--- src/cp_prim_map.svh ---
// register offsets, primitive field positions and reset values
`ifndef CP_PRIM_MAP_SVH
`define CP_PRIM_MAP_SVH

// ====================================================================
// software register offsets (byte addresses, one word each)
`define CPP_OFS_CTRL      4'h0
`define CPP_OFS_STATUS    4'h4
`define CPP_OFS_LASTPRIM  4'h8
`define CPP_OFS_REREADS   4'hC

// ====================================================================
// control register fields and reset value
`define CPP_CTRL_EN_BIT   0
`define CPP_CTRL_RST      1'h1

// ====================================================================
// response primitive common bits
`define CPP_CA_BIT        15
`define CPP_PC_BIT        14
`define CPP_DR_BIT        13

// ====================================================================
// null primitive option bits
`define CPP_IA_BIT        8
`define CPP_PF_BIT        1
`define CPP_TF_BIT        0

// ====================================================================
// primitive type codes, bits 12..0 after masking
`define CPP_TYPE_MASK     13'h1E00
`define CPP_BUSY_CODE     13'h0200
`define CPP_NULL_CODE     13'h0800

// ====================================================================
// reset values of datapath registers
`define CPP_PRIM_RST      16'h0000
`define CPP_WORD_RST      32'h0000_0000
`define CPP_CNT_RST       16'h0000

`endif

--- src/cp_prim_pkg.sv ---
// types shared by the busy and null primitive sequencer
package cp_prim_pkg;

  // ==================================================================
  // sequencer states, gray coded along read, decide, pass, service
  typedef enum logic [2:0] {
    ST_IDLE   = 3'h0,
    ST_READ   = 3'h1,
    ST_DECIDE = 3'h3,
    ST_PASSPC = 3'h2,
    ST_IRQ    = 3'h6
  } seq_state_t;

  // ==================================================================
  // which interface register a transfer targets
  typedef enum logic {
    SEL_RESPONSE  = 1'b0,
    SEL_INSTR_ADR = 1'b1
  } cir_sel_t;

endpackage

--- src/coproc_busy_null_primitive_handler.sv ---
// busy and null response primitive sequencer of the main processor
//
// Local design decisions: the address map and the address-and-strobe port.
`timescale 1ns/1ns
`include "cp_prim_map.svh"

module coproc_busy_null_primitive_handler #(
  parameter int ADDR_W = 32
) (
  input  wire logic                  core_clk,
  input  wire logic                  sys_rst,
  // software register port
  input  wire logic [3:0]            reg_addr,
  input  wire logic [31:0]           reg_wdata,
  input  wire logic                  reg_wr,
  input  wire logic                  reg_rd,
  output logic      [31:0]           reg_rdata,
  // instruction start from the core
  input  wire logic                  start,
  input  wire logic                  start_cond,
  input  wire logic                  start_bkpt,
  input  wire logic [ADDR_W-1:0]     start_pc,
  input  wire logic                  trace_pending,
  input  wire logic                  int_pending,
  // coprocessor interface register transfers
  output logic                       cir_req,
  output logic                       cir_we,
  output cp_prim_pkg::cir_sel_t      cir_sel,
  output logic      [ADDR_W-1:0]     cir_wdata,
  input  wire logic                  cir_ack,
  input  wire logic [15:0]           cir_rdata,
  // interrupt servicing handshake
  output logic                       irq_svc_req,
  output logic                       irq_svc_mid,
  input  wire logic                  irq_svc_done,
  // outcomes to the core
  output logic                       restart,
  output logic                       bkpt_repeat,
  output logic                       complete,
  output logic                       cond_true,
  output logic                       trace_req,
  output logic                       other_prim,
  output logic      [15:0]           prim_word,
  output logic                       busy
);
  import cp_prim_pkg::*;

  // ==================================================================
  // elaboration check
  generate
    if (ADDR_W < 16 || ADDR_W > 32) begin : g_bad_width
      $error("ADDR_W must lie between 16 and 32");
    end
  endgenerate

  // ==================================================================
  // whole state of the sequencer
  typedef struct packed {
    seq_state_t        st;
    logic [15:0]       prim;
    logic              is_cond;
    logic              bkpt;
    logic              ret_restart;
    logic [ADDR_W-1:0] pc;
    logic              cir_req;
    logic              cir_we;
    cir_sel_t          cir_sel;
    logic [ADDR_W-1:0] cir_wdata;
    logic              irq_req;
    logic              irq_mid;
    logic              restart;
    logic              bkpt_rep;
    logic              complete;
    logic              cond_true;
    logic              trace_req;
    logic              other;
    logic              enable;
    logic [31:0]       rdata;
    logic [15:0]       rereads;
    logic              busy;
  } state_t;

  state_t s_q;
  state_t s_d;

  // primitive decode on the captured word
  logic [12:0] ptype;
  logic        is_busy;
  logic        is_null;
  logic        ca;
  logic        ia;
  logic        pf;
  logic        tf;

  assign ptype   = s_q.prim[12:0] & `CPP_TYPE_MASK;
  assign is_busy = (ptype == `CPP_BUSY_CODE);
  assign is_null = (ptype == `CPP_NULL_CODE);
  assign ca      = s_q.prim[`CPP_CA_BIT];
  assign ia      = s_q.prim[`CPP_IA_BIT];
  assign pf      = s_q.prim[`CPP_PF_BIT];
  assign tf      = s_q.prim[`CPP_TF_BIT];

  // ==================================================================
  // next state; pulses fall back to zero every cycle
  always_comb begin
    s_d           = s_q;
    s_d.restart   = 1'b0;
    s_d.bkpt_rep  = 1'b0;
    s_d.complete  = 1'b0;
    s_d.trace_req = 1'b0;
    s_d.other     = 1'b0;
    s_d.rdata     = `CPP_WORD_RST;

    // register reads answer one cycle later, unmapped reads as zero
    if (reg_rd) begin
      unique case (reg_addr)
        `CPP_OFS_CTRL:     s_d.rdata = {31'h0, s_q.enable};
        `CPP_OFS_STATUS:   s_d.rdata = {25'h0, s_q.is_cond, s_q.irq_req,
                                        s_q.cir_req, s_q.st,
                                        (s_q.st != ST_IDLE)};
        `CPP_OFS_LASTPRIM: s_d.rdata = {16'h0, s_q.prim};
        `CPP_OFS_REREADS:  s_d.rdata = {16'h0, s_q.rereads};
        default:           s_d.rdata = `CPP_WORD_RST;
      endcase
    end
    if (reg_wr && reg_addr == `CPP_OFS_CTRL) begin
      s_d.enable = reg_wdata[`CPP_CTRL_EN_BIT];
    end
    if (reg_wr && reg_addr == `CPP_OFS_REREADS) begin
      s_d.rereads = `CPP_CNT_RST;
    end

    unique case (s_q.st)
      // wait for an instruction initiation; ignored while disabled
      ST_IDLE: begin
        if (start && s_q.enable) begin
          s_d.is_cond   = start_cond;
          s_d.bkpt      = start_bkpt;
          s_d.pc        = start_pc;
          s_d.cir_req   = 1'b1;
          s_d.cir_we    = 1'b0;
          s_d.cir_sel   = SEL_RESPONSE;
          s_d.st        = ST_READ;
        end
      end
      // response register read; the 16-bit word is taken on ack
      ST_READ: begin
        if (cir_ack) begin
          s_d.prim    = cir_rdata;
          s_d.cir_req = 1'b0;
          s_d.st      = ST_DECIDE;
        end
      end
      // instruction address write carrying the F-line word address
      ST_PASSPC: begin
        if (cir_ack) begin
          s_d.cir_req              = 1'b0;
          s_d.cir_we               = 1'b0;
          s_d.prim[`CPP_PC_BIT]    = 1'b0;
          s_d.st                   = ST_DECIDE;
        end
      end
      // interrupt service in progress, then restart or reread
      ST_IRQ: begin
        if (irq_svc_done) begin
          s_d.irq_req = 1'b0;
          if (s_q.ret_restart) begin
            s_d.restart  = 1'b1;
            s_d.bkpt_rep = s_q.bkpt;
            s_d.st       = ST_IDLE;
          end else begin
            s_d.cir_req = 1'b1;
            s_d.cir_we  = 1'b0;
            s_d.cir_sel = SEL_RESPONSE;
            s_d.rereads = s_q.rereads + 16'h0001;
            s_d.st      = ST_READ;
          end
        end
      end
      // act on the captured primitive
      ST_DECIDE: begin
        if (s_q.prim[`CPP_PC_BIT] && (is_busy || is_null)) begin
          // pass pc always goes first, before any other action
          s_d.cir_req   = 1'b1;
          s_d.cir_we    = 1'b1;
          s_d.cir_sel   = SEL_INSTR_ADR;
          s_d.cir_wdata = s_q.pc;
          s_d.st        = ST_PASSPC;
        end else if (is_busy) begin
          // preinstruction frame when an interrupt waits, else restart
          if (int_pending) begin
            s_d.irq_req     = 1'b1;
            s_d.irq_mid     = 1'b0;
            s_d.ret_restart = 1'b1;
            s_d.st          = ST_IRQ;
          end else begin
            s_d.restart = 1'b1;
            s_d.st      = ST_IDLE;
          end
        end else if (is_null && ca) begin
          // same handling in both instruction categories
          if (ia && int_pending) begin
            s_d.irq_req     = 1'b1;
            s_d.irq_mid     = 1'b1;
            s_d.ret_restart = 1'b0;
            s_d.st          = ST_IRQ;
          end else begin
            s_d.cir_req = 1'b1;
            s_d.cir_we  = 1'b0;
            s_d.cir_sel = SEL_RESPONSE;
            s_d.rereads = s_q.rereads + 16'h0001;
            s_d.st      = ST_READ;
          end
        end else if (is_null && s_q.is_cond) begin
          // finished bit plays no part here
          s_d.complete  = 1'b1;
          s_d.cond_true = tf;
          s_d.st        = ST_IDLE;
        end else if (is_null && pf) begin
          s_d.complete  = 1'b1;
          s_d.trace_req = trace_pending;
          s_d.st        = ST_IDLE;
        end else if (is_null && trace_pending) begin
          // trace holds the dialogue open until a finished null
          if (ia && int_pending) begin
            s_d.irq_req     = 1'b1;
            s_d.irq_mid     = 1'b1;
            s_d.ret_restart = 1'b0;
            s_d.st          = ST_IRQ;
          end else begin
            s_d.cir_req = 1'b1;
            s_d.cir_we  = 1'b0;
            s_d.cir_sel = SEL_RESPONSE;
            s_d.rereads = s_q.rereads + 16'h0001;
            s_d.st      = ST_READ;
          end
        end else if (is_null) begin
          s_d.complete = 1'b1;
          s_d.st       = ST_IDLE;
        end else begin
          // other primitives belong to other handlers
          s_d.other = 1'b1;
          s_d.st    = ST_IDLE;
        end
      end
      default: begin
        s_d.st      = ST_IDLE;
        s_d.cir_req = 1'b0;
        s_d.irq_req = 1'b0;
      end
    endcase
    // kept in the state register so the busy output has no logic after it
    s_d.busy = (s_d.st != ST_IDLE);
  end

  // ==================================================================
  // single state register with synchronous reset
  always_ff @(posedge core_clk) begin
    if (sys_rst) begin
      s_q             <= '0;
      s_q.st          <= ST_IDLE;
      s_q.cir_sel     <= SEL_RESPONSE;
      s_q.prim        <= `CPP_PRIM_RST;
      s_q.enable      <= `CPP_CTRL_RST;
      s_q.rereads     <= `CPP_CNT_RST;
    end else begin
      s_q <= s_d;
    end
  end

  // ==================================================================
  // outputs straight from the state register
  assign reg_rdata   = s_q.rdata;
  assign cir_req     = s_q.cir_req;
  assign cir_we      = s_q.cir_we;
  assign cir_sel     = s_q.cir_sel;
  assign cir_wdata   = s_q.cir_wdata;
  assign irq_svc_req = s_q.irq_req;
  assign irq_svc_mid = s_q.irq_mid;
  assign restart     = s_q.restart;
  assign bkpt_repeat = s_q.bkpt_rep;
  assign complete    = s_q.complete;
  assign cond_true   = s_q.cond_true; // held until next conditional end
  assign trace_req   = s_q.trace_req;
  assign other_prim  = s_q.other;
  assign prim_word   = s_q.prim;
  assign busy        = s_q.busy;

endmodule

--- config.mk ---
export PLATFORM = sky130hd
export DESIGN_NAME = coproc_busy_null_primitive_handler
export DESIGN_NICKNAME = d
export VERILOG_FILES = /design/src/cp_prim_pkg.sv /design/src/coproc_busy_null_primitive_handler.sv
export VERILOG_INCLUDE_DIRS = /design/src
export SDC_FILE = /design/constraint.sdc
export NUM_CORES = 1
export LEC_CHECK = 0
export ABC_AREA = 1
export BUFFER_PORTS_ARGS = -buffer_cell sky130_fd_sc_hd__buf_2
export CORE_UTILIZATION = 30
export CTS_BUF_LIST = sky130_fd_sc_hd__clkbuf_4 sky130_fd_sc_hd__clkbuf_8
export DETAILED_ROUTE_END_ITERATION = 10
export SKIP_LAST_GASP = 1
export SYNTH_ARGS = -nofsm -noshare
export SYNTH_HDL_FRONTEND = slang
export SYNTH_SLANG_ARGS = --single-unit
export TNS_END_PERCENT = 100
--- constraint.sdc ---
create_clock -name core_clk -period 1.53 [get_ports core_clk]
set_input_delay 0.2295 -clock core_clk [delete_from_list [all_inputs] [get_ports core_clk]]
set_output_delay 0.2295 -clock core_clk [all_outputs]
set_load 0.01 [all_outputs]
# Yosys cells after proc, flatten, opt, wreduce, memory -nomap -nowiden
# Index checks and enable logic that the tools add are counted.
[word_totals] regBits=147 inputBits=95 word_cells=163
[classes] addsub=1 n_eq_ne=26 mux=69 n_bitwise=10 reduce_logical=34
[ops] op="$mux 16" n=10
[ops] op="$mux 3" n=22
[ops] op="$pmux 16 s4" n=1
[ops] op="$pmux 16 s2" n=1
[ops] op="$ne 4x4->1 const B" n=6
[ops] op="$mux 2" n=10
[ops] op="$mux 19" n=1
[ops] op="$reduce_and 9->1" n=2
[ops] op="$mux 1" n=17
[ops] op="$add 16x1->16 const B" n=1
[ops] op="$pmux 3 s5" n=1
[ops] op="$ne 2x2->1 const B" n=7
[ops] op="$ne 3x3->1 const B" n=4
[ops] op="$reduce_bool 3->1" n=4
[ops] op="$not 1->1" n=10
[ops] op="$logic_and 1x1->1" n=9
[ops] op="$eq 4x3->1 const B" n=2
[ops] op="$eq 4x4->1 const B" n=2
[ops] op="$reduce_and 8->1" n=1
[ops] op="$reduce_or 8->1" n=1
[ops] op="$reduce_and 7->1" n=1
[ops] op="$reduce_or 7->1" n=1
[ops] op="$eq 3x2->1 const B" n=2
[ops] op="$pmux 1 s3" n=2
[ops] op="19 further kinds" n=22

# Longest topological paths before layout
# Gate-level depths: netlist of the first run.
[logic_depth] ltp_word=11 depth_mapped=13 depth_no_buf=13

# Worst setup path before layout of the first run
# No wires, ideal clock.
[synth_path] kind="register -> register" start="register s_q[1] in the netlist's numbering" end="register s_q[15] in the netlist's numbering" arrival_time_ps=1448 slack_ps=-28 stages_incl_launch_ff=13 path_cell_list="dfxtp_1 > ha_1 > nand2_1 > nor2_1 > nand3_1 > nor2_1 > nand2_1 > nor2_1 > nand3_1 > nand2_1 > nand2_1 > inv_1 > nor2_1"
[synth_via] elab_chain_cells=9
[synth_lines] element="start, declared" line_no="coproc_busy_null_primitive_handler.sv:83" rtl="state_t s_q;"
[synth_lines] element="$add 16x1->16 (*)" line_no="coproc_busy_null_primitive_handler.sv:175, coproc_busy_null_primitive_handler.sv:211, coproc_busy_null_primitive_handler.sv:234"
[synth_lines] element="$mux 16" line_no="coproc_busy_null_primitive_handler.sv:202, coproc_busy_null_primitive_handler.sv:225"
[synth_lines] element="$mux 16" line_no="coproc_busy_null_primitive_handler.sv:223" rtl="end else if (is_null && trace_pending) begin"
[synth_lines] element="$mux 16" line_no="coproc_busy_null_primitive_handler.sv:219" rtl="end else if (is_null && pf) begin"
[synth_lines] element="$mux 16" line_no="coproc_busy_null_primitive_handler.sv:214" rtl="end else if (is_null && s_q.is_cond) begin"
[synth_lines] element="$mux 16" line_no="coproc_busy_null_primitive_handler.sv:200" rtl="end else if (is_null && ca) begin"
[synth_lines] element="$mux 16" line_no="coproc_busy_null_primitive_handler.sv:189" rtl="end else if (is_busy) begin"
[synth_lines] element="$mux 16" line_no="coproc_busy_null_primitive_handler.sv:182" rtl="if (s_q.prim[`CPP_PC_BIT] && (is_busy || is_null)) begin"
[synth_lines] element="$pmux 16 s2 (*)" line_no="coproc_busy_null_primitive_handler.sv:133" rtl="unique case (s_q.st)"
# Mark *: on every way between the ends. The rest lies on a longest branch, timed or not.
# A chain may end at the register's enable or synchronous reset.

# Worst setup path after layout of the first run
[layout_path] start="register s_q, in the netlist prim_word[10]" end="register s_q[5] in the netlist's numbering"
[layout_via] elab_chain_cells=9
[layout_lines] element="$eq 4x3->1 (no line)"
[layout_lines] element="$logic_and 1x1->1" line_no="coproc_busy_null_primitive_handler.sv:223"
[layout_lines] element="$mux 16" line_no="coproc_busy_null_primitive_handler.sv:223"
[layout_lines] element="$mux 16" line_no="coproc_busy_null_primitive_handler.sv:219"
[layout_lines] element="$mux 16" line_no="coproc_busy_null_primitive_handler.sv:214"
[layout_lines] element="$mux 16" line_no="coproc_busy_null_primitive_handler.sv:200"
[layout_lines] element="$mux 16" line_no="coproc_busy_null_primitive_handler.sv:189"
[layout_lines] element="$mux 16 (*)" line_no="coproc_busy_null_primitive_handler.sv:182"
[layout_lines] element="$pmux 16 s2 (*)" line_no="coproc_busy_null_primitive_handler.sv:133"
# Marked as above.

==> metrics, run 1 <==
layout cells sized above 1 33.94%; main combinational cell family by area after synthesis simple AND/OR/NAND/NOR gates; vias per cell 4.643; DR vias 5883; syn avg cell area 7.334 sq um; fin nets 1080; worst min-delay path class in2reg; worst setup path class reg2reg; Max Root-Sink Buffers 2; worst slew pin tran 0.5085 ns; Hold Fails Final Rpt 0; Port-buffer cells 139; largest net degree at the start of global routing 81; Max Cap Violations 0; Ys Warns 0; DR DRC count 0; grt ovf 0; clock slew at reported path FFs 0.08 ns; Startpoint Class flop; Compound-Gate Fraction of Synth Area 14.55%; Slew Viols, Final 0; Main synth FF type dfxtp_1; Num CTS Buffers 17; adder-cell share of the synthesized area 0.2021%; worst reg2reg path depth 10; worst setup path endpoint s_q[5]$_SDFF_PP0_; total power 7.617 mW; routed length per instance 14.16 um; Crit path depth 10; 1st-pass router iterations 5; initial core utilization 30.59%; num rows 52; Layout area overhead 28.50%; CP peak stage delay 0.34 ns; synth unique cells 37; clk_lat worst skew 0.44 ns; Syn Inst Count 844; first-pass GRT wire length 27.24 mm; fmax 0.6586 GHz; post-synthesis register bit count 131; Worst Path Max Fanout 7; Antenna Nets Post-Route 0; status complete, no violations; worst path bufs/invs 1; worst path cell trace nor2_4, nand2_4, nand2_4, nor3_4, nand2_4, nand2_8, nor2_4, buf_12, nand2_1, a21oi_2; fraction of registers with async set/reset 0%; routed wire length 17.94 mm; Worst EP arrival 1.89 ns; Simple-Gate Fraction of Synth Area 23.49%; number of global-route vias before repair 5387; core area 20230 sq um; Tmin final 1.518 ns; pre-CTS setup slack -0.1191 ns; Setup WS post-layout 0.01151 ns; CTS tree done; final core utilization 39.31%; Root Driver clkbuf_8; fin crit share 99.25%; Worst Path Required 1.90 ns; DIE HEIGHT 145.6 um; die width 145.6 um; Cell Pwr Density 957.6 nW/um^2; DPL Wire Length 12.19 mm; Crit path max-delay family simple AND/OR/NAND/NOR gates; RD Place Congestion 0.8714; Worst Skew 0.01244 ns; Leakage 3.512 nW; relative slew slack 65.89%; RSZ-0062 raised after global routing yes; sequential area share after synthesis 42.37%; I/O pin count 187; die footprint 21210 sq um; post-synthesis cell area 6190 sq um; initial antenna violation count 1; initial DRC count 331; crit-path most repeated cell nand2_4; Sink Count 131; Reg-to-Reg End s_q[5]$_SDFF_PP0_; R2R setup slack 0.01 ns; Setup-failing EPs final 0; Total Routing Usage GR 16.35%; number of flops mapped to enable cells by yosys 0; Max VDD drop 0.0005180 V; CP Capture Type flop; mux cell area share after synthesis 0%; worst r2r src prim_word[10]$_SDFFE_PP0P_; htree depth 4; CP max stage cell dfxtp_2; crit path from prim_word[10]$_SDFFE_PP0P_; XOR/XNOR share of the synthesized area 0.2830%
[stage by stage]
stage	TNS (ns)	instances	cell area (sq um)	hold WS, ns
after floorplan	0	859	6251	0.3559
after global placement	-1.898	1218	7099	0.4327
after detailed placement	-3.491	1218	7099	0.4392
after CTS	-0.01716	1260	7650	0.02189
after global routing	-0.7488	1266	7951	0.03745
final	0	1267	7954	0.05075
[cell families after synthesis]
| logic type | count (synthesis) |
|---|---|
| adder cells (fa/ha/maj) | 1 |
| AND/OR/NAND/NOR | 323 |
| other | 1 |
| buffers and inverters | 215 |
| flip-flops | 131 |
| XOR/XNOR | 2 |
| AO/OA/AOI/OAI | 171 |
[timing repair]
item,CTS,global route
gates cloned,0,3
hold buffers,1,0
setup endpoints to repair,54,64
pin swaps,9,26
hold endpoints to repair,1,0
buffers inserted,10,5
gates resized for setup,22,71
[power by group]
part / switching, mW / internal (mW)
Sequential: 0.0840 / 3.54
Combinational: 0.613 / 0.434
Clock: 1.40 / 1.55
[state kept, by name, summed over array words and instances, names as in the netlist]
name	flops
irq_svc_req	1
other_prim	1
prim_word	16
complete	1
reg_rdata	16
trace_req	1
restart	1
cir_wdata	32
cond_true	1
bkpt_repeat	1
cir_sel	1
cir_we	1
irq_svc_mid	1
busy	1
cir_req	1
s_q	55
[placed cells by master (no fill, tap or decap), types with 9 or more instances in the layout]
cell type	instances
buf_2	139
nand2_1	131
dfxtp_1	120
a21oi_1	97
nand3_1	86
inv_1	83
buf_4	70
nor2_1	37
o21ai_0	36
clkbuf_8	19
o22ai_1	16
conb_1	16
nand2_2	10
nor2_2	10
buf_12	10
nand2_4	9
nor2_4	9
nand3_2	9
[worst min path at each step]
stage	from	end	slack, ns	cells past startpoint
final	start_pc[11]	s_q[104]$_SDFFE_PP0P_	0.05	3
after CTS	start_pc[25]	s_q[118]$_SDFFE_PP0P_	0.02	3
after floorplan	reg_wdata[0]	s_q[49]$_SDFFE_PP1P_	0.36	2
after detailed placement	cond_true$_SDFFE_PP0P_	cond_true$_SDFFE_PP0P_	0.44	2
after global routing	start_pc[11]	s_q[104]$_SDFFE_PP0P_	0.04	3
after global placement	cond_true$_SDFFE_PP0P_	cond_true$_SDFFE_PP0P_	0.43	2
[synthesized netlist by cell type, types with 3 or more instances]
library cell	count	area, sq um
nor4_1	3	18.77
buf_2	7	35.03
a21oi_1	105	525.5
nand3_1	91	455.4
clkbuf_1	24	90.09
nor3_1	6	30.03
nand3_2	4	40.04
o22ai_1	16	100.1
nand4_1	8	50.05
nand2_1	144	540.5
nor2_1	52	195.2
o21ai_0	41	205.2
buf_6	8	90.09
buf_4	80	600.6
inv_1	88	330.3
nand2_2	5	31.28
nor2_2	3	18.77
inv_2	5	18.77
dfxtp_1	131	2623
[cell type report]
type,count,area [sq um]
Fill cell,2137,12280
Tap cell,270,337.8
Inverter,96,375.4
Multi-Input combinational cell,514,2705
Timing Repair Buffer,224,1504
Clock inverter,10,108.9
Antenna cell,1,2.502
Sequential cell,131,2644
Clock buffer,21,276.5
[layer usage]
layer	wire, um	track usage, %	up-vias
li1	-	-	2951
met1	8210	20.75	2734
met2	8518	26.68	171
met3	777	3.103	27
met4	436	7.895	0
met5	0	0	-
[worst reg2reg max path, delay by kind of cell (launching register included)]
| kind | cells | cell delay, ns |
|---|---|---|
| simple gates | 8 | 0.85 |
| compound gates | 1 | 0.10 |
| buf+inv | 1 | 0.15 |
| flops | 1 | 0.34 |
(Power assumes the default switching activity.)
==> run 2: changes to the inputs <==
--- a/config.mk
+++ b/config.mk
@@ -7,7 +7,7 @@
 export NUM_CORES = 1
 export LEC_CHECK = 0
 export ABC_AREA = 1
-export BUFFER_PORTS_ARGS = -buffer_cell sky130_fd_sc_hd__buf_2
+export BUFFER_PORTS_ARGS = -buffer_cell sky130_fd_sc_hd__buf_4
 export CORE_UTILIZATION = 30
 export CTS_BUF_LIST = sky130_fd_sc_hd__clkbuf_4 sky130_fd_sc_hd__clkbuf_8
 export DETAILED_ROUTE_END_ITERATION = 10
==> metrics, run 2 (synthesis gave the netlist of run 1 again) <==
status finished with violations; failing checks setup timing; fin nets 1071 (-0.83%); Antenna Nets Post-Route 0 (unchanged); Worst Path Max Fanout 8 (+1); DR vias 5782 (-1.7%); pre-CTS setup slack -0.1264 ns (-0.007229 ns); post-route cell area 8168 sq um (+2.7%); htree depth 4 (unchanged); worst min-delay path class in2reg; Placement Cell Area 7425 sq um (+4.6%); Layout area overhead 31.96%; worst reg2reg path depth 12 (+2); CP max stage cell dfxtp_2; largest net degree at the start of global routing 65 (-20%); num rows 52 (unchanged); Reg-to-Reg End busy$_SDFF_PP0_; Switching Fraction 27.30% (-0.22 points); core area 20230 sq um (unchanged); Top reg by flops s_q; DPL Wire Length 12.35 mm (+1.3%); layout cells sized above 1 32.52% (-1.4 points); total negative slack -0.01807 ns (-0.01807 ns); register area 2643 sq um (about the same); Max Root-Sink Buffers 2 (unchanged); sequential share of power 46.4% (-1.1 points); Startpoint Class flop; fmax 0.6481 GHz (-1.6%); Worst Skew 0.01211 ns (-0.0003307 ns); Leakage 3.475 nW (-1.1%); R2R setup slack -0.01 ns (-0.02 ns); clock slew at reported path FFs 0.08 ns (about the same); Setup-failing EPs final 2 (+2); most frequent cells in the layout buf_4, nand2_1, dfxtp_1; CTS tree done; Worst EP arrival 1.89 ns (about the same); fin crit share 100.9% (+1.6 points); Power Internal 5.677 mW (+2.8%); RSZ-0062 raised after global routing yes; first-pass GRT wire length 27.81 mm (+2.1%); 1st-pass router iterations 5 (unchanged); Max Cap Violations 0 (unchanged); most common cell after layout, fill and taps aside buf_4; crit path from prim_word[9]$_SDFFE_PP0P_; Max VDD drop 0.0004585 V (-11%); RD Place Congestion 0.8430 (-3.3%); Setup WS post-layout -0.01304 ns (-0.02456 ns); antenna fix cells 0 (-1); I/O pin count 187 (unchanged); routed length per instance 14.36 um (+1.4%); clock power share 40.0% (+1.3 points); Total Routing Usage GR 16.86% (+0.51 points); Tmin final 1.543 ns (+0.02456 ns); vias per cell 4.600 (-0.93%); Combinational Power Share 13.6% (about the same); initial antenna violation count 0 (-1); initial DRC count 316 (-4.5%); number of global-route vias before repair 5261 (-2.3%); Sw Pwr 2.132 mW (+1.7%); Cell Pwr Density 956.1 nW/um^2 (-0.16%); worst path cell trace inv_2, nor2_4, nand2_4, nand2_4, nor3_4, nand2_2, nand2_4, buf_6, inv_2, nand4_1, nand2_1, nand2_1; DR DRC count 0 (unchanged); Slew Viols, Final 0 (unchanged); initial core utilization 30.59% (unchanged); worst r2r src prim_word[9]$_SDFFE_PP0P_; clk_lat worst skew 0.45 ns (about the same); die width 145.6 um (unchanged); die footprint 21210 sq um (unchanged); grt ovf 0 (unchanged); worst setup path endpoint busy$_SDFF_PP0_; Root Driver clkbuf_8; footprint of the multi-input gates 2633 sq um (-2.7%); max reg flops 55 (unchanged); DIE HEIGHT 145.6 um (unchanged); CP peak stage delay 0.36 ns (+0.02 ns); routed wire length 18.06 mm (+0.62%); Hold Fails Final Rpt 0 (unchanged); crit-path most repeated cell nand2_4; CP Capture Type flop; Sink Count 131 (unchanged); FILL cells 2137 (unchanged); Port-buffer cells 139 (unchanged); worst setup path class reg2reg; final core utilization 40.37% (+1.1 points); Num CTS Buffers 17 (unchanged); Worst Path Required 1.88 ns (-0.02 ns)
[run 2: per-layer routing]
metal / wire length [um] / share of wire (%) / global-route usage [%] / up-vias
met5: 0 / 0 / 0 / -
met4: 175 / 0.97 / 4.684 / 0
met3: 857 / 4.7 / 4.201 / 14
met2: 8756 / 48 / 27.93 / 147
met1: 8265 / 46 / 21.71 / 2696
li1: - / - / - / 2925
[run 2: critical path, delay by kind of cell, from the launching register on]
family,cells,cell delay (ns)
buffers and inverters,3,0.22
flip-flops,1,0.36
AND/OR/NAND/NOR,9,0.87
[run 2: per-stage QoR]
step,power (mW),cells,hold WS (ns)
floorplan,4.259,859,0.3559
global placement,4.682,1215,0.4392
detailed placement,4.692,1215,0.4473
CTS,7.840,1250,0.02616
global route,8.172,1257,0.02631
finish,7.809,1257,0.05096
[run 2: how the worst min path moves through the flow]
stage	end	startpoint	cells past startpoint	slack, ns
finish	s_q[112]$_SDFFE_PP0P_	start_pc[19]	3	0.05
global route	s_q[104]$_SDFFE_PP0P_	start_pc[11]	3	0.03
CTS	s_q[112]$_SDFFE_PP0P_	start_pc[19]	3	0.03
detailed placement	s_q[126]$_SDFFE_PP0P_	s_q[126]$_SDFFE_PP0P_	2	0.45
global placement	cond_true$_SDFFE_PP0P_	cond_true$_SDFFE_PP0P_	2	0.44
floorplan	s_q[49]$_SDFFE_PP1P_	reg_wdata[0]	2	0.36
[run 2: power groups by stage]
stage	Sequential, mW	Clock (mW)	Combinational [mW]
3_5_place_dp	3.69	0	0.999
4_1_cts	3.62	3.20	1.02
5_1_grt	3.64	3.36	1.17
2_1_floorplan	3.69	0	0.572
3_3_place_gp	3.69	0	0.990
6_report	3.62	3.12	1.06
[run 2: repair_timing]
action,in CTS,in global routing
cloned,0,1
gates resized for setup,18,61
hold endpoints to repair,1,0
setup buffers,3,6
pin swaps,2,26
hold buffers,1,0
setup endpoints to repair,52,66
[run 2: layout make-up]
type	instances	share of cell area [%]
sequential	131	32.35
multi-input combinational	513	32.23
timing repair buffer	216	21.75
inverter	96	4.473
tap	270	4.136
clock buffer	19	3.125
clock inverter	12	1.930
==> run 3: changes to the inputs <==
--- a/config.mk
+++ b/config.mk
@@ -11,6 +11,7 @@
 export CORE_UTILIZATION = 30
 export CTS_BUF_LIST = sky130_fd_sc_hd__clkbuf_4 sky130_fd_sc_hd__clkbuf_8
 export DETAILED_ROUTE_END_ITERATION = 10
+export GPL_TIMING_DRIVEN = 0
 export SKIP_LAST_GASP = 1
 export SYNTH_ARGS = -nofsm -noshare
 export SYNTH_HDL_FRONTEND = slang
==> metrics, run 3 (synthesis gave the netlist of run 1 again) <==
Setup WS post-layout -0.05544 ns (-0.04240 ns); failing checks setup timing; routed length per instance 14.22 um (-1.0%); fin nets 1131 (+5.6%); most common cell after layout, fill and taps aside buf_4; Worst EP arrival 1.93 ns (+0.04 ns); Cell Pwr Density 898.9 nW/um^2 (-6.0%); Antenna Nets Post-Route 0 (unchanged); antenna fix cells 0 (unchanged); fin crit share 103.6% (+2.8 points); relative slew slack 52.31%; max reg flops 55 (unchanged); Max VDD drop 0.0004860 V (+6.0%); Total Routing Usage GR 17.85% (+0.99 points); first-pass GRT wire length 29.60 mm (+6.5%); CTS tree done; initial antenna violation count 0 (unchanged); 1st-pass router iterations 5 (unchanged); Layout Cells excl Fill 1318 (+4.9%); Max Root-Sink Buffers 2 (unchanged); CP Capture Type flop; I/O pin count 187 (unchanged); initial core utilization 30.59% (unchanged); DR vias 6083 (+5.2%); Slew Viols, Final 0 (unchanged); layout cells sized above 1 33.59% (+1.1 points); Hold Fails Final Rpt 0 (unchanged); Layout area overhead 35.76%; Num CTS Buffers 17 (unchanged); Placed Cells 1267 (+4.3%); worst r2r src prim_word[12]$_SDFFE_PP0P_; Root Driver clkbuf_8; crit path from prim_word[12]$_SDFFE_PP0P_; largest net degree at the start of global routing 17 (-74%); number of global-route vias before repair 5790 (+10%); clk_lat worst skew 0.46 ns (about the same); RD Place Congestion 0.8833 (+4.8%); initial DRC count 294 (-7.0%); RSZ-0062 raised after global routing yes; vias per cell 4.615 (+0.34%); Worst Hold Launch start_pc[26]; Worst Path Required 1.87 ns (about the same); worst slew pin tran 0.7153 ns; status finished with violations; Worst Path Max Fanout 7 (-1); Startpoint Class flop; Max Cap Violations 0 (unchanged); DIE HEIGHT 145.6 um (unchanged); grt ovf 0 (unchanged); Leakage 3.725 nW (+7.2%); core area 20230 sq um (unchanged); Top reg by flops s_q; Sink Count 131 (unchanged); total negative slack -0.2188 ns (-0.2007 ns); num rows 52 (unchanged); DR DRC count 0 (unchanged); die width 145.6 um (unchanged); fmax 0.6307 GHz (-2.7%); Port-buffer cells 138 (-0.72%); worst setup path class reg2reg; clock slew at reported path FFs 0.09 ns (about the same); worst min-delay path class in2reg; Tmin final 1.585 ns (+0.04240 ns); die footprint 21210 sq um (unchanged); routed wire length 18.74 mm (+3.8%); htree depth 4 (unchanged); Setup-failing EPs final 17 (+15); DPL Wire Length 13.76 mm (+11%); Worst Skew 0.01251 ns (+0.0004022 ns); most frequent cells in the layout buf_4, nand2_1, dfxtp_1
[run 3: cell count changes in the layout (fill, tap and decap cells not counted), sizes merged]
cell | previous run | this run
bufinv | 3 | 1
inv | 95 | 97
clkinv | 7 | 8
nor2 | 57 | 58
clkbuf | 20 | 42
buf | 214 | 251
[run 3: final timing paths]
path,end,slack [ns],cells past startpoint
max,busy$_SDFF_PP0_,-0.06,11
min reg2reg,cond_true$_SDFFE_PP0P_,0.45,2
max reg2reg,busy$_SDFF_PP0_,-0.06,11
min,s_q[119]$_SDFFE_PP0P_,0.04,3
[run 3: cell type report]
type                       instances  area [sq um]
clock inverter                    13         128.9
clock buffer                      19         249.0
multi-input combinational        514          2625
tap                              270         337.8
fill                            2078         11830
sequential                       131          2654
timing repair buffer             156          1194
buffer                           119         835.8
inverter                          96         379.1
[run 3: worst max-delay path, cell delays in order (launching register included)]
cell and delay (ns):
dfxtp_2 0.34, nor2_4 0.18, nand2_2 0.09, nand2_1 0.13, nor3_4 0.06, nand2_4 0.10, nand2_8 0.10, buf_8 0.15
inv_1 0.05, nand4_1 0.09, nand2_1 0.11, nand2_1 0.07
[run 3: metal layers]
layer  global-route usage [%]  routed length [um]  vias to the layer above
met5                        0                   0                        -
met3                    4.138                 973                       32
li1                         -                   -                     3051
met4                    7.000                 371                        0
met1                    22.17                8335                     2842
met2                    29.90                9056                      158
[run 3: metrics by stage]
step | power, mW | hold WS (ns) | cell area (sq um) | utilization, % | setup WS, ns
3_5_place_dp | 4.663 | 0.4438 | 7625 | 37.68 | -0.4595
3_3_place_gp | 4.658 | 0.4412 | 7625 | 37.68 | -0.4270
5_1_grt | 7.886 | 0.03083 | 8403 | 41.53 | -0.1462
4_1_cts | 7.585 | 0.02333 | 8298 | 41.01 | -0.06243
2_1_floorplan | 4.259 | 0.3559 | 6251 | - | 0.02601
6_report | 7.553 | 0.04320 | 8403 | 41.53 | -0.05544
[run 3: repair_timing]
action                                  CTS  global route
setup buffers                            14             2
cloned                                    2             0
endpoints found under the setup margin  108           104
gates resized for setup                  53            34
endpoints found under the hold margin     1             0
hold buffers                              1             0
pin swaps                                15            13
[run 3: report_power, final]
part | internal (mW) | switching [mW] | total [mW]
combinational | 0.460 | 0.602 | 1.06
sequential | 3.54 | 0.0914 | 3.63
clock | 1.34 | 1.52 | 2.86
